File: src/ptpc_pkg.sv
// constants shared by the precision time clock and its compare channels
// assumes one clock_i edge per reference period of the time counter

package ptpc_pkg;

   // ************************************************************
   // time format
   // ************************************************************
   localparam int SEC_W = 32;
   localparam int NS_W = 30;
   localparam int SUBNS_W = 32;
   localparam int CHAN_N = 2;

   localparam logic [29:0] NS_PER_SEC = 30'h3B9A_CA00;
   localparam logic [4:0] NS_STEP_NOMINAL = 5'h0A;
   localparam logic [4:0] NS_STEP_SLOW = 5'h09;
   localparam logic [4:0] NS_STEP_FAST = 5'h0B;

   // ************************************************************
   // values after reset
   // ************************************************************
   localparam logic [31:0] RST_SEC = 32'h0000_0000;
   localparam logic [29:0] RST_NS = 30'h0000_0000;
   localparam logic [31:0] RST_SUBNS = 32'h0000_0000;
   localparam logic [1:0] RST_STATUS = 2'h0;

   // ************************************************************
   // temporary rate sequencer
   // ************************************************************
   typedef enum logic [1:0] {
      PTPC_RATE_NORMAL = 2'b01,
      PTPC_RATE_TEMP = 2'b10
   } ptpc_rate_e;

endpackage

File: src/ptpc_chan_if.sv
// signals between the time core and one compare channel
// assumes the core drives time and strobes, the channel answers

`timescale 1ns/1ps

interface ptpc_chan_if;
   logic [31:0] sec;
   logic [29:0] ns;
   logic [31:0] wr_data;
   logic wr_tsec;
   logic wr_tns;
   logic wr_rsec;
   logic wr_rns;
   logic reload_add;
   logic target_snap;
   logic event_pulse;
   logic [31:0] rd_sec;
   logic [29:0] rd_ns;

   modport chan (
      input sec, ns, wr_data, wr_tsec, wr_tns, wr_rsec, wr_rns,
      input reload_add, target_snap,
      output event_pulse, rd_sec, rd_ns
   );
   modport core (
      output sec, ns, wr_data, wr_tsec, wr_tns, wr_rsec, wr_rns,
      output reload_add, target_snap,
      input event_pulse, rd_sec, rd_ns
   );
endinterface

File: src/ptpc_event_channel.sv
// one compare event channel: target pair, reload/add pair, comparator
// assumes at most one half of a pair is written per cycle

`timescale 1ns/1ps

module ptpc_event_channel
   import ptpc_pkg::*;
(
   input wire logic clock_i,
   input wire logic rst_n_i,
   ptpc_chan_if.chan ch_io
);
   logic [31:0] tgt_sec_ff, hold_tsec_ff, rld_sec_ff, hold_rsec_ff;
   logic [29:0] tgt_ns_ff, hold_tns_ff, rld_ns_ff, hold_rns_ff;
   logic pend_tsec_ff, pend_tns_ff, pend_rsec_ff, pend_rns_ff;
   logic [31:0] rd_sec_ff;
   logic [29:0] rd_ns_ff;
   logic armed_ff;

   // ************************************************************
   // paired writes: a pair takes effect once both halves are in
   // ************************************************************
   wire have_tsec = pend_tsec_ff | ch_io.wr_tsec;
   wire have_tns = pend_tns_ff | ch_io.wr_tns;
   wire tgt_commit = have_tsec & have_tns;
   wire [31:0] stage_tsec = ch_io.wr_tsec ? ch_io.wr_data : hold_tsec_ff;
   wire [29:0] stage_tns = ch_io.wr_tns ? ch_io.wr_data[29:0] : hold_tns_ff;
   wire have_rsec = pend_rsec_ff | ch_io.wr_rsec;
   wire have_rns = pend_rns_ff | ch_io.wr_rns;
   wire rld_commit = have_rsec & have_rns;
   wire [31:0] stage_rsec = ch_io.wr_rsec ? ch_io.wr_data : hold_rsec_ff;
   wire [29:0] stage_rns = ch_io.wr_rns ? ch_io.wr_data[29:0] : hold_rns_ff;

   // ************************************************************
   // compare and next target
   // ************************************************************
   // unarmed until software first sets a target, so reset zeros never fire
   wire sec_gt = ch_io.sec > tgt_sec_ff;
   wire sec_eq = ch_io.sec == tgt_sec_ff;
   wire reached = armed_ff & (sec_gt | (sec_eq & (ch_io.ns >= tgt_ns_ff)));
   wire [30:0] add_sum = {1'b0, tgt_ns_ff} + {1'b0, rld_ns_ff};
   wire add_carry = add_sum >= {1'b0, NS_PER_SEC};
   wire [30:0] add_wrap = add_sum - {1'b0, NS_PER_SEC};
   wire [29:0] add_ns = add_carry ? add_wrap[29:0] : add_sum[29:0];
   wire [31:0] add_sec = tgt_sec_ff + rld_sec_ff + {31'h0, add_carry};
   // a software write beats the automatic update in the same cycle
   wire [31:0] nxt_tgt_sec = tgt_commit ? stage_tsec :
      (reached ? (ch_io.reload_add ? rld_sec_ff : add_sec) : tgt_sec_ff);
   wire [29:0] nxt_tgt_ns = tgt_commit ? stage_tns :
      (reached ? (ch_io.reload_add ? rld_ns_ff : add_ns) : tgt_ns_ff);

   assign ch_io.event_pulse = reached;
   assign ch_io.rd_sec = rd_sec_ff;
   assign ch_io.rd_ns = rd_ns_ff;

   always_ff @(posedge clock_i or negedge rst_n_i) begin
      if (!rst_n_i) begin
         tgt_sec_ff <= RST_SEC;
         tgt_ns_ff <= RST_NS;
         rld_sec_ff <= RST_SEC;
         rld_ns_ff <= RST_NS;
         hold_tsec_ff <= RST_SEC;
         hold_tns_ff <= RST_NS;
         hold_rsec_ff <= RST_SEC;
         hold_rns_ff <= RST_NS;
         pend_tsec_ff <= 1'b0;
         pend_tns_ff <= 1'b0;
         pend_rsec_ff <= 1'b0;
         pend_rns_ff <= 1'b0;
         rd_sec_ff <= RST_SEC;
         rd_ns_ff <= RST_NS;
         armed_ff <= 1'b0;
      end else begin
         tgt_sec_ff <= nxt_tgt_sec;
         tgt_ns_ff <= nxt_tgt_ns;
         hold_tsec_ff <= stage_tsec;
         hold_tns_ff <= stage_tns;
         hold_rsec_ff <= stage_rsec;
         hold_rns_ff <= stage_rns;
         pend_tsec_ff <= have_tsec & ~tgt_commit;
         pend_tns_ff <= have_tns & ~tgt_commit;
         pend_rsec_ff <= have_rsec & ~rld_commit;
         pend_rns_ff <= have_rns & ~rld_commit;
         if (rld_commit) begin
            rld_sec_ff <= stage_rsec;
            rld_ns_ff <= stage_rns;
         end
         if (ch_io.target_snap) begin
            rd_sec_ff <= tgt_sec_ff;
            rd_ns_ff <= tgt_ns_ff;
         end
         armed_ff <= armed_ff | tgt_commit;
      end
   end

   chk_pair_commit: assert property (
      @(posedge clock_i) disable iff (!rst_n_i)
      (ch_io.wr_tsec && pend_tns_ff) |=> (tgt_sec_ff == $past(ch_io.wr_data)
      && tgt_ns_ff == $past(hold_tns_ff) && armed_ff))
      else $error("target pair did not commit on second half");
   chk_reload_load: assert property (
      @(posedge clock_i) disable iff (!rst_n_i)
      (reached && ch_io.reload_add && !tgt_commit) |=>
      (tgt_sec_ff == $past(rld_sec_ff) && tgt_ns_ff == $past(rld_ns_ff)))
      else $error("reload did not load next target");
   chk_add_carry: assert property (
      @(posedge clock_i) disable iff (!rst_n_i)
      (reached && !ch_io.reload_add && !tgt_commit && add_carry) |=>
      (tgt_sec_ff == $past(tgt_sec_ff) + $past(rld_sec_ff) + 32'h0000_0001))
      else $error("add mode lost the nanosecond carry");
endmodule

File: src/ptpc_time_clock.sv
// precision time clock with rate trim, steps, temporary rate and
// two compare event channels; all controls are plain ports
// assumes command inputs are one-cycle pulses synchronous to clock_i

`timescale 1ns/1ps

module ptpc_time_clock
   import ptpc_pkg::*;
#(
   parameter int TEMP_DUR_W = 32
)
(
   input wire logic clock_i,
   input wire logic rst_n_i,
   // commands, one-cycle pulses
   input wire logic cmd_snapshot_i,
   input wire logic cmd_load_i,
   input wire logic cmd_step_sec_i,
   input wire logic cmd_step_ns_i,
   input wire logic cmd_temp_rate_i,
   input wire logic cmd_target_snap_i,
   // load values
   input wire logic [31:0] load_seconds_i,
   input wire logic [29:0] load_nanoseconds_i,
   input wire logic [31:0] load_subnano_i,
   // rate and step settings
   input wire logic [31:0] rate_trim_amount_i,
   input wire logic rate_trim_direction_i,
   input wire logic [31:0] temp_rate_amount_i,
   input wire logic temp_rate_direction_i,
   input wire logic [TEMP_DUR_W-1:0] temp_rate_duration_i,
   input wire logic [31:0] time_step_amount_i,
   input wire logic time_step_direction_i,
   // compare channel configuration
   input wire logic [31:0] chan_wr_data_i,
   input wire logic [1:0] wr_target_seconds_i,
   input wire logic [1:0] wr_target_nanoseconds_i,
   input wire logic [1:0] wr_increment_seconds_i,
   input wire logic [1:0] wr_increment_nanoseconds_i,
   input wire logic [1:0] reload_add_i,
   input wire logic [1:0] status_clear_i,
   // readable state
   output logic [31:0] time_seconds_value_o,
   output logic [29:0] time_nanoseconds_value_o,
   output logic [31:0] time_subnano_value_o,
   output logic temp_rate_active_o,
   output logic [1:0][31:0] compare_target_seconds_o,
   output logic [1:0][29:0] compare_target_nanoseconds_o,
   output logic [1:0] time_event_status_o
);

   // ************************************************************
   // parameter check
   // ************************************************************
   if (TEMP_DUR_W < 1 || TEMP_DUR_W > 32) begin : g_bad_width
      $error("TEMP_DUR_W must lie in 1..32");
   end

   // ************************************************************
   // state
   // ************************************************************
   logic [31:0] sec_ff;
   logic [29:0] ns_ff;
   logic [31:0] subns_ff;
   logic [31:0] snap_sec_ff;
   logic [29:0] snap_ns_ff;
   logic [31:0] snap_subns_ff;
   ptpc_rate_e rate_state_ff, nxt_rate_state;
   logic [TEMP_DUR_W-1:0] temp_count_ff, nxt_temp_count;
   logic [1:0] status_ff;
   logic [1:0] chan_event;
   logic [1:0][31:0] chan_rd_sec;
   logic [1:0][29:0] chan_rd_ns;

   // ************************************************************
   // rate selection and sub-nanosecond accumulator
   // ************************************************************
   wire temp_on = rate_state_ff == PTPC_RATE_TEMP;
   wire [31:0] rate_amt = temp_on ? temp_rate_amount_i : rate_trim_amount_i;
   wire rate_fast = temp_on ? temp_rate_direction_i : rate_trim_direction_i;
   wire [32:0] sub_sum = {1'b0, subns_ff} + {1'b0, rate_amt};
   wire sub_wrap = sub_sum[32];
   wire [31:0] nxt_subns_run = sub_sum[31:0];

   // the normal increment; a wrap picks 9 or 11 by direction
   wire [4:0] tick_inc = sub_wrap ?
      (rate_fast ? NS_STEP_FAST : NS_STEP_SLOW) : NS_STEP_NOMINAL;

   // ************************************************************
   // nanoseconds path
   // ************************************************************
   // a nanosecond step replaces the tick increment for one cycle
   wire [31:0] ns_add = cmd_step_ns_i ?
      time_step_amount_i : {27'h0, tick_inc};
   wire [32:0] ns_sum = {3'h0, ns_ff} + {1'b0, ns_add};
   wire ns_roll = ns_sum >= {3'h0, NS_PER_SEC};
   wire [32:0] ns_wrap = ns_sum - {3'h0, NS_PER_SEC};
   // limitation: a step above one second is folded only once
   wire [29:0] nxt_ns_run = ns_roll ? ns_wrap[29:0] : ns_sum[29:0];

   // ************************************************************
   // seconds path
   // ************************************************************
   wire [31:0] step_signed = time_step_direction_i ?
      time_step_amount_i : (32'h0 - time_step_amount_i);
   wire [31:0] sec_step = cmd_step_sec_i ? step_signed : 32'h0;
   // step and rollover carry add together in the same cycle
   wire [31:0] nxt_sec_run = sec_ff + sec_step + {31'h0, ns_roll};

   // ************************************************************
   // next time, load has priority over running
   // ************************************************************
   wire [31:0] nxt_sec = cmd_load_i ? load_seconds_i : nxt_sec_run;
   wire [29:0] nxt_ns = cmd_load_i ? load_nanoseconds_i : nxt_ns_run;
   // ns step holds the accumulator, so any wrap in this cycle is dropped
   wire [31:0] nxt_subns = cmd_load_i ? load_subnano_i :
      (cmd_step_ns_i ? subns_ff : nxt_subns_run);

   // ************************************************************
   // temporary rate sequencer
   // ************************************************************
   // a zero duration never enters the temporary state
   wire temp_start = cmd_temp_rate_i && (temp_rate_duration_i != '0);
   wire temp_last = temp_count_ff == {{(TEMP_DUR_W-1){1'b0}}, 1'b1};

   always_comb begin
      nxt_rate_state = rate_state_ff;
      nxt_temp_count = temp_count_ff;
      case (rate_state_ff)
         PTPC_RATE_NORMAL: begin
            if (temp_start) begin
               nxt_rate_state = PTPC_RATE_TEMP;
               nxt_temp_count = temp_rate_duration_i;
            end
         end
         PTPC_RATE_TEMP: begin
            nxt_temp_count = temp_count_ff - {{(TEMP_DUR_W-1){1'b0}}, 1'b1};
            if (temp_last) begin
               nxt_rate_state = PTPC_RATE_NORMAL;
            end
         end
         default: begin
            nxt_rate_state = PTPC_RATE_NORMAL;
            nxt_temp_count = '0;
         end
      endcase
   end

   // ************************************************************
   // event status, set wins over clear
   // ************************************************************
   wire [1:0] nxt_status = (status_ff & ~status_clear_i) | chan_event;

   // ************************************************************
   // registers
   // ************************************************************
   always_ff @(posedge clock_i or negedge rst_n_i) begin
      if (!rst_n_i) begin
         sec_ff <= RST_SEC;
         ns_ff <= RST_NS;
         subns_ff <= RST_SUBNS;
         rate_state_ff <= PTPC_RATE_NORMAL;
         temp_count_ff <= '0;
         status_ff <= RST_STATUS;
      end else begin
         sec_ff <= nxt_sec;
         ns_ff <= nxt_ns;
         subns_ff <= nxt_subns;
         rate_state_ff <= nxt_rate_state;
         temp_count_ff <= nxt_temp_count;
         status_ff <= nxt_status;
      end
   end

   always_ff @(posedge clock_i or negedge rst_n_i) begin
      if (!rst_n_i) begin
         snap_sec_ff <= RST_SEC;
         snap_ns_ff <= RST_NS;
         snap_subns_ff <= RST_SUBNS;
      end else if (cmd_snapshot_i) begin
         snap_sec_ff <= sec_ff;
         snap_ns_ff <= ns_ff;
         snap_subns_ff <= subns_ff;
      end
   end

   // ************************************************************
   // compare channels
   // ************************************************************
   for (genvar c = 0; c < CHAN_N; c++) begin : g_chan
      ptpc_chan_if u_link();

      assign u_link.sec = sec_ff;
      assign u_link.ns = ns_ff;
      assign u_link.wr_data = chan_wr_data_i;
      assign u_link.wr_tsec = wr_target_seconds_i[c];
      assign u_link.wr_tns = wr_target_nanoseconds_i[c];
      assign u_link.wr_rsec = wr_increment_seconds_i[c];
      assign u_link.wr_rns = wr_increment_nanoseconds_i[c];
      assign u_link.reload_add = reload_add_i[c];
      assign u_link.target_snap = cmd_target_snap_i;
      assign chan_event[c] = u_link.event_pulse;
      assign chan_rd_sec[c] = u_link.rd_sec;
      assign chan_rd_ns[c] = u_link.rd_ns;

      ptpc_event_channel u_chan (
         .clock_i(clock_i),
         .rst_n_i(rst_n_i),
         .ch_io(u_link.chan)
      );
   end

   // ************************************************************
   // outputs
   // ************************************************************
   assign time_seconds_value_o = snap_sec_ff;
   assign time_nanoseconds_value_o = snap_ns_ff;
   assign time_subnano_value_o = snap_subns_ff;
   assign temp_rate_active_o = temp_on;
   assign compare_target_seconds_o = chan_rd_sec;
   assign compare_target_nanoseconds_o = chan_rd_ns;
   assign time_event_status_o = status_ff;

   // ************************************************************
   // checks
   // ************************************************************
   wire quiet = !cmd_load_i && !cmd_step_ns_i && !cmd_step_sec_i;

   chk_ns_range: assert property (
      @(posedge clock_i) disable iff (!rst_n_i)
      !$past(cmd_load_i) |-> ns_ff < NS_PER_SEC)
      else $error("nanoseconds left the one second range");

   chk_normal_tick: assert property (
      @(posedge clock_i) disable iff (!rst_n_i)
      (quiet && !sub_wrap && !ns_roll) |=>
      ns_ff == $past(ns_ff) + 30'h0000_000A)
      else $error("normal tick did not add ten");

   chk_rollover: assert property (
      @(posedge clock_i) disable iff (!rst_n_i)
      (quiet && ns_roll) |=> (sec_ff == $past(sec_ff) + 32'h0000_0001
      && ns_ff == 30'($past(ns_ff) + $past(ns_add) - NS_PER_SEC)))
      else $error("rollover did not carry into seconds");

   chk_snapshot: assert property (
      @(posedge clock_i) disable iff (!rst_n_i)
      cmd_snapshot_i |=> (time_seconds_value_o == $past(sec_ff)
      && time_nanoseconds_value_o == $past(ns_ff)
      && time_subnano_value_o == $past(subns_ff)))
      else $error("snapshot did not capture the time");

   chk_trim_step: assert property (
      @(posedge clock_i) disable iff (!rst_n_i)
      (quiet && sub_wrap && !ns_roll) |=> ns_ff == $past(ns_ff) +
      ($past(rate_fast) ? 30'h0000_000B : 30'h0000_0009))
      else $error("accumulator wrap did not pick 9 or 11");

   chk_load_apply: assert property (
      @(posedge clock_i) disable iff (!rst_n_i)
      cmd_load_i |=> (sec_ff == $past(load_seconds_i)
      && ns_ff == $past(load_nanoseconds_i)
      && subns_ff == $past(load_subnano_i)))
      else $error("load did not replace the time");

   chk_sec_step: assert property (
      @(posedge clock_i) disable iff (!rst_n_i)
      (cmd_step_sec_i && !cmd_load_i && !cmd_step_ns_i) |=>
      (sec_ff == $past(sec_ff) + $past(step_signed)
      + {31'h0, $past(ns_roll)}))
      else $error("seconds step applied wrongly");

   chk_ns_step_hold: assert property (
      @(posedge clock_i) disable iff (!rst_n_i)
      (cmd_step_ns_i && !cmd_load_i && time_step_amount_i == 32'h0) |=>
      (ns_ff == $past(ns_ff) && subns_ff == $past(subns_ff)))
      else $error("zero ns step did not pause the clock");

   chk_temp_expire: assert property (
      @(posedge clock_i) disable iff (!rst_n_i)
      (temp_on && temp_last) |=> !temp_rate_active_o)
      else $error("temporary rate did not self clear");

   chk_status_set: assert property (
      @(posedge clock_i) disable iff (!rst_n_i)
      chan_event[0] |=> time_event_status_o[0])
      else $error("compare event did not set its status bit");

   chk_status_set_b: assert property (
      @(posedge clock_i) disable iff (!rst_n_i)
      chan_event[1] |=> time_event_status_o[1])
      else $error("second channel event did not set its status bit");

   chk_status_clear: assert property (
      @(posedge clock_i) disable iff (!rst_n_i)
      (status_clear_i[0] && !chan_event[0]) |=> !time_event_status_o[0])
      else $error("status clear did not take effect");

   chk_accum_add: assert property (
      @(posedge clock_i) disable iff (!rst_n_i)
      (!temp_on && !cmd_load_i && !cmd_step_ns_i) |=>
      subns_ff == 32'($past(subns_ff) + $past(rate_trim_amount_i)))
      else $error("accumulator did not add the rate trim");

   chk_temp_accum: assert property (
      @(posedge clock_i) disable iff (!rst_n_i)
      (temp_on && !cmd_load_i && !cmd_step_ns_i) |=>
      subns_ff == 32'($past(subns_ff) + $past(temp_rate_amount_i)))
      else $error("temporary rate was not used while active");

   chk_temp_start: assert property (
      @(posedge clock_i) disable iff (!rst_n_i)
      (!temp_on && cmd_temp_rate_i && temp_rate_duration_i != '0) |=>
      (temp_rate_active_o && temp_count_ff == $past(temp_rate_duration_i)))
      else $error("temporary rate did not start");

   chk_ns_step_add: assert property (
      @(posedge clock_i) disable iff (!rst_n_i)
      (cmd_step_ns_i && !cmd_load_i && !ns_roll) |=>
      ns_ff == 30'($past(ns_ff) + $past(time_step_amount_i)))
      else $error("nanosecond step did not replace the tick");

   chk_step_wrap: assert property (
      @(posedge clock_i) disable iff (!rst_n_i)
      (cmd_step_ns_i && !cmd_load_i && !cmd_step_sec_i && ns_roll) |=>
      sec_ff == $past(sec_ff) + 32'h0000_0001)
      else $error("nanosecond step wrap did not bump seconds");
endmodule

File: config.mk
export PLATFORM = sky130hd
export DESIGN_NAME = ptpc_time_clock
export DESIGN_NICKNAME = d
export VERILOG_FILES = /design/src/ptpc_pkg.sv /design/src/ptpc_chan_if.sv /design/src/ptpc_event_channel.sv /design/src/ptpc_time_clock.sv
export SDC_FILE = /design/constraint.sdc
export NUM_CORES = 2
export LEC_CHECK = 0
export BUFFER_PORTS_ARGS = -buffer_cell sky130_fd_sc_hd__buf_4
export CAP_MARGIN = 20
export CELL_PAD_IN_SITES_DETAIL_PLACEMENT = 1
export CELL_PAD_IN_SITES_GLOBAL_PLACEMENT = 1
export CORE_MARGIN = 1
export CORE_UTILIZATION = 51
export CTS_CLUSTER_SIZE = 28
export DETAILED_ROUTE_END_ITERATION = 10
export HOLD_SLACK_MARGIN = 0.1
export PLACE_DENSITY_LB_ADDON = 0.08
export SYNTH_ARGS = -nofsm -noshare
export SYNTH_HDL_FRONTEND = slang
export SYNTH_SLANG_ARGS = --single-unit
File: constraint.sdc
create_clock -name clock_i -period 29 [get_ports clock_i]
set_input_delay 4.35 -clock clock_i [delete_from_list [all_inputs] [get_ports clock_i]]
set_output_delay 4.35 -clock clock_i [all_outputs]
set_load 0.1 [all_outputs]
# After elaboration in Yosys (flattened, before gate mapping)
# Index checks and enable logic that the tools add are counted.
[word_totals]
register_bits = 854
mem_count = 0
out_inout_bits = 221
inputBits = 277
mem_bits_ro = 0
latch_bits = 0
ramBits = 0
[classes]
div_mod_pow = 0
reduce_logical = 5
mul = 0
n_addsub = 15
order_cmp = 7
eq_ne = 8
mux = 39
shift = 0
n_bitwise = 35
[op_table]
columns = ["cell", "count"]
rows = [
  ["32-bit two-way mux", 18],
  ["30-bit two-way mux", 14],
  ["32-bit by 1-bit adder with 32-bit output", 3],
  ["32-bit adder", 3],
  ["30-bit subtractor, second input constant", 3],
  ["32-bit == test", 2],
  ["32-bit > comparator", 2],
  ["32-bit case mux with 2 select lines", 1],
  ["30-bit by 30-bit adder with 31-bit output", 2],
  ["31-bit by 30-bit >= comparator with 1-bit output, second input constant", 2],
  ["30-bit >= comparator", 2],
  ["30-bit by 32-bit adder with 33-bit output", 1],
  ["32-bit by 32-bit adder with 33-bit output", 1],
  ["33-bit by 30-bit >= comparator with 1-bit output, second input constant", 1],
  ["32-bit by 1-bit == test with 1-bit output, second input constant", 1],
  ["32-bit nonzero test", 1],
  ["1-bit by 32-bit subtractor with 32-bit output, first input constant", 1],
  ["32-bit by 1-bit subtractor with 32-bit output, second input constant", 1],
  ["1-bit bitwise AND", 16],
  ["1-bit bitwise OR", 12],
  ["2-bit two-way mux", 4],
  ["2-bit inequality test, second input constant", 2],
  ["1-bit inverter", 4],
  ["2-bit case mux with 2 select lines", 1],
  ["other kinds (10)", 11],
]

# Logic depth before layout (Yosys ltp)
[logic_depth]
ltp_word = 9
depth_mapped = 47
mapped_depth_nobuf = 45

# Hierarchy
# Synthesis repeated with hierarchy kept, for this count alone.
[unflattened]
hier_cells = 5262
hier_area_um2 = 52696.8
[modules_own_cells]
columns = ["module", "instances", "area_per_inst_um2", "cells_per_inst"]
rows = [
  ["ptpc_event_channel (g_chan[1].u_chan)", 1, 18376.4, 1774],
  ["ptpc_event_channel (g_chan[0].u_chan)", 1, 18036.0, 1698],
  ["ptpc_time_clock", 1, 16284.4, 1790],
]

# Worst setup path before layout
# Ideal clock, no wire load.
[synth_timing]
kind = "input -> register"
start = "input temp_rate_amount_i[8]"
end = "register sec_ff[26], in the netlist g_chan[0].u_link.sec[26]"
setup_slack_ps = 15611
arrival_ps = 13306
t_required_ps = 28917
cell_stages = 42
n_path_buf = 1
path_cell_list = "mux2_2 -> ha_1 -> a21o_1 -> a21o_1 -> a31o_2 -> nor2b_1 -> nor4_1 -> nor3_1 -> a2111oi_0 -> nor4_1 -> or3b_1 -> a31oi_1 -> mux2i_1 -> ha_1 -> fa_1 -> a21o_1 -> a22o_1 -> o31a_1 -> [6 not listed] -> a211oi_1 -> or2_2 -> inv_2 -> buf_2 -> fa_1 -> fa_1 -> nor2b_1 -> o21ai_0 -> a21boi_0 -> o21a_1 -> o21ai_0 -> o311a_1 -> o31ai_1 -> nand2_1 -> a21oi_1 -> a311oi_1 -> xor2_1 -> o21ai_0"
[synth_via]
elab_chain_len = 8
[synth_rtl]
columns = ["element", "line_no", "source"]
rows = [
  ["start, declared", "ptpc_time_clock.sv:29", "input wire logic [31:0] temp_rate_amount_i,"],
  ["32-bit two-way mux", "ptpc_time_clock.sv:79", "wire [31:0] rate_amt = temp_on ? temp_rate_amount_i : rate_trim_amount_i;"],
  ["32-bit by 32-bit adder with 33-bit output", "ptpc_time_clock.sv:81", "wire [32:0] sub_sum = {1'b0, subns_ff} + {1'b0, rate_amt};"],
  ["2-bit two-way mux", "ptpc_time_clock.sv:86", "wire [4:0] tick_inc = sub_wrap ?"],
  ["32-bit two-way mux", "ptpc_time_clock.sv:93", "wire [31:0] ns_add = cmd_step_ns_i ?"],
  ["30-bit by 32-bit adder with 33-bit output", "ptpc_time_clock.sv:95", "wire [32:0] ns_sum = {3'h0, ns_ff} + {1'b0, ns_add};"],
  ["33-bit by 30-bit >= comparator with 1-bit output", "ptpc_time_clock.sv:96", "wire ns_roll = ns_sum >= {3'h0, NS_PER_SEC};"],
  ["32-bit by 1-bit adder with 32-bit output", "ptpc_time_clock.sv:108", "wire [31:0] nxt_sec_run = sec_ff + sec_step + {31'h0, ns_roll};"],
  ["32-bit two-way mux", "ptpc_time_clock.sv:113", "wire [31:0] nxt_sec = cmd_load_i ? load_seconds_i : nxt_sec_run;"],
  ["net nxt_sec[26]", "ptpc_time_clock.sv:113", ""],
  ["end signal, assigned", "ptpc_time_clock.sv:166", "sec_ff <= nxt_sec;"],
  ["end, declared", "ptpc_time_clock.sv:62", "logic [31:0] sec_ff;"],
]
# The timed path passes the listed nets, and every way through them passes these cells.
# A chain may end at the register's enable or synchronous reset.

# Worst setup path in the final report
[layout_timing]
start = "input temp_rate_amount_i[0]"
end = "register sec_ff[28], in the netlist g_chan[0].u_link.sec[28]"
# The elaborated chain is that of the path after synthesis.

==> flow_summary.ini <==
[synthesis]
synthArstFlopShare = 1.000
yosysSeqAreaShare = 0.4084
synth_edf_count = 0
synth_area_leader_cell = dfrtp_1
synth-seq-cells = 854
yosys_most_used_dff = dfrtp_1
syn_area_per_cell_um2 = 10.09
syn-num-nets = 5817
yosysTopAreaCellShare = 0.4079
yosys_warnings = 0
netlist_instances = 5186
syn_area_mm2 = 0.05234
synth_area_leaders = dfrtp_1 (41%), mux2_2 (14%), ha_1 (8.2%)
synth_cell_type_count = 104

[sta]
timing.final.hold_violations = 0
fin_skew_ps = 20.62
whs_ps = 470.2
finalSetupTns_ps = 0
finalCriticalPeriod_ps = 15730
worst_pin_slew_ps = 1109
period_share = 0.5424
relSlewSlack = 0.2606
setup_viol = 0
rsz0062_at_grt = false
max_freq_mhz = 63.57
slew_violations = 0

[clock_tree]
clk_path_buf_depth = 3
cts_tree = done
clk_latency_ps = 700
cts_setup_buffers = 0
cts_root_buf = clkbuf_16
clock-sinks = 854
cts_resized = 0
numCtsBuffers = 96
ctsHoldBuffers = 0
htree_levels = 3
clkTransAtPathRegs_ps = 60

[job]
cap_viol_max_count = 0

[critical_path]
cp_data_required_time_ps = 29600
crit_cells = 44
crit_arrival_ps = 16340
max_stage_delay_ps = 860
critical_path_class = in2reg
path_buf_inv = 4
timing.rr.end = g_chan[0].u_link.sec[28]
reg2reg_from = rate_state_ff[0]
crit_start = temp_rate_amount_i[0]
rr_worst_depth = 46
cp-start-kind = primary input
worst_path_max_delay_cell = a2111oi_0
r2r_slack_ps = 15910
worstSetupEndpointType = flop
critPathCapture = g_chan[0].u_link.sec[28]
cpLargestDelayFamily = compound AO/OA/AOI/OAI gates
worstPathMaxFanout = 14
path_common_cell = o21ai_0

[detailed_routing]
ant_nets = 0
wirelength_um = 197300
vias = 44530
wl_per_cell_um = 28.01
drc = 0
first_pass_iters = 6
vias_per_cell = 6.320
drtIter0Drc = 3059

[finish]
final_cell_mix = dfrtp_1 (853), mux2_2 (654), buf_4 (544)
fin_area_mm2 = 0.06087
final_cell_count_no_fill = 7046
drive_gt1_frac = 0.2544
multi_input_area_mm2 = 0.02937
num-nets-final = 6225
mostFrequentLayoutCell = dfrtp_1
register_area_mm2 = 0.02137
fillCellCount = 11060
syn2layout_area_growth_pct = 16.32

[place]
place.gp.congestion = 0.9475
dp_hpwl_um = 143100
placed_cell_area_mm2 = 0.05732
dp_cells = 6861
port_buffers = 497

[floorplan]
rows = 117
fp.dieH_um = 322.3
dieArea_mm2 = 0.1039
initial_core_util = 0.5144
fp.coreArea_mm2 = 0.1017
chipWidth_um = 322.3
io_pins = 498

[global_routing]
antenna_found_initial = 18
grt_pass1_vias = 46880
grt_max_degree = 97
grt_use_total = 0.3798
grt_pass1_wl_um = 297200
grt_overflow = 0

[hold_path]
hold_path_class = reg2reg

[outcome]
outcome = finished clean
-- worst min path at each step --
stage	startpoint	endpoint	slack (ps)	cells after the start
3_5_place_dp	g_chan[1].u_chan.armed_ff	g_chan[1].u_chan.armed_ff	460	1
6_report	g_chan[1].u_chan.armed_ff	g_chan[1].u_chan.armed_ff	470	1
5_1_grt	g_chan[1].u_chan.hold_rsec_ff[11]	g_chan[1].u_chan.hold_rsec_ff[11]	510	1
3_3_place_gp	g_chan[1].u_chan.armed_ff	g_chan[1].u_chan.armed_ff	450	1
4_1_cts	g_chan[1].u_chan.armed_ff	g_chan[1].u_chan.armed_ff	470	1
2_1_floorplan	g_chan[0].u_chan.pend_tsec_ff	g_chan[0].u_chan.pend_tns_ff	430	1
-- flip-flops by register name, indices dropped and copies added, names as in the netlist, 60 cells and up --
signal,cells
g_chan.u_chan.hold_tsec_ff,64
g_chan.u_chan.rld_sec_ff,64
g_chan.u_chan.hold_tns_ff,60
g_chan.u_chan.ch_io.rd_ns,60
g_chan.u_chan.tgt_ns_ff,60
g_chan.u_chan.ch_io.rd_sec,64
g_chan.u_chan.tgt_sec_ff,64
g_chan.u_chan.hold_rsec_ff,64
g_chan.u_chan.hold_rns_ff,60
g_chan.u_chan.rld_ns_ff,60
-- Yosys cell counts (all sizes together) (12+ instances only) --
library cell  count
o221ai           12
nor2b            41
a211oi           50
o311ai           12
nor3            100
o21a             75
buf              38
a22oi            38
clkbuf          202
nand2           416
a211o            14
nand3            52
a21boi           22
o22ai            47
or3              44
o21bai           30
dfrtp           853
or2              15
ha              344
mux2            656
nand2b           42
nor4             36
xor2            112
o21ai           358
a21oi           271
and3             30
a21o            141
nor2            290
a311oi           48
o211ai           87
inv             201
o31ai            37
mux2i            27
and2             73
a31oi            37
xnor2           123
a2111oi          13
nand4            47
-- kinds of logic (layout without fill, tap and decap cells) --
kind of cell    count (synthesis)  after routing  synth area share
compound gates               1381           1381            0.1748
mux                           683            683            0.1463
other cells                     0              2                 0
flops                         854            854            0.4084
xor+xnor                      235            235           0.03933
fa+ha+maj                     354            354           0.08607
simple gates                 1237           1237            0.1128
buf+inv                       442            932           0.03227
-- worst reg2reg max path: cells and delay by family (launching register included) --
| kind | cells | cell delay, ps |
|---|---|---|
| mux | 2 | 810 |
| buf+inv | 5 | 850 |
| fa+ha+maj | 6 | 1760 |
| flops | 1 | 380 |
| simple gates | 11 | 2450 |
| xor+xnor | 1 | 170 |
| compound gates | 21 | 6570 |
-- final cells by class --
| type | instances | share of cell area |
|---|---|---|
| Sequential cell | 854 | 0.3511 |
| Antenna cell | 2 | 0.00008221 |
| Multi-Input combinational cell | 3890 | 0.4824 |
| Clock inverter | 50 | 0.01165 |
| Tap cell | 1368 | 0.02812 |
| Clock buffer | 130 | 0.04538 |
| Timing Repair Buffer | 550 | 0.06881 |
| Inverter | 202 | 0.01246 |
-- stage by stage --
step	util	setup slack [ps]
after floorplan	-	15610
after detailed placement	0.5634	12570
after global routing	0.5983	12350
final	0.5983	13270
after CTS	0.5975	13220
after global placement	0.5634	12870
-- per-layer routing --
| layer | wire, um | part of all wire | global-route usage | vias to the layer above |
|---|---|---|---|---|
| li1 | - | - | - | 19780 |
| met1 | 80480 | 0.41 | 0.4813 | 22910 |
| met2 | 91500 | 0.46 | 0.6130 | 1406 |
| met3 | 14170 | 0.072 | 0.08169 | 429 |
| met4 | 11140 | 0.056 | 0.1902 | 8 |
| met5 | 44 | 0.00022 | 0 | - |
Power is left out: the tool's default activity adds up to more than one toggle a clock period on the data nets, which glitch-free logic cannot reach.
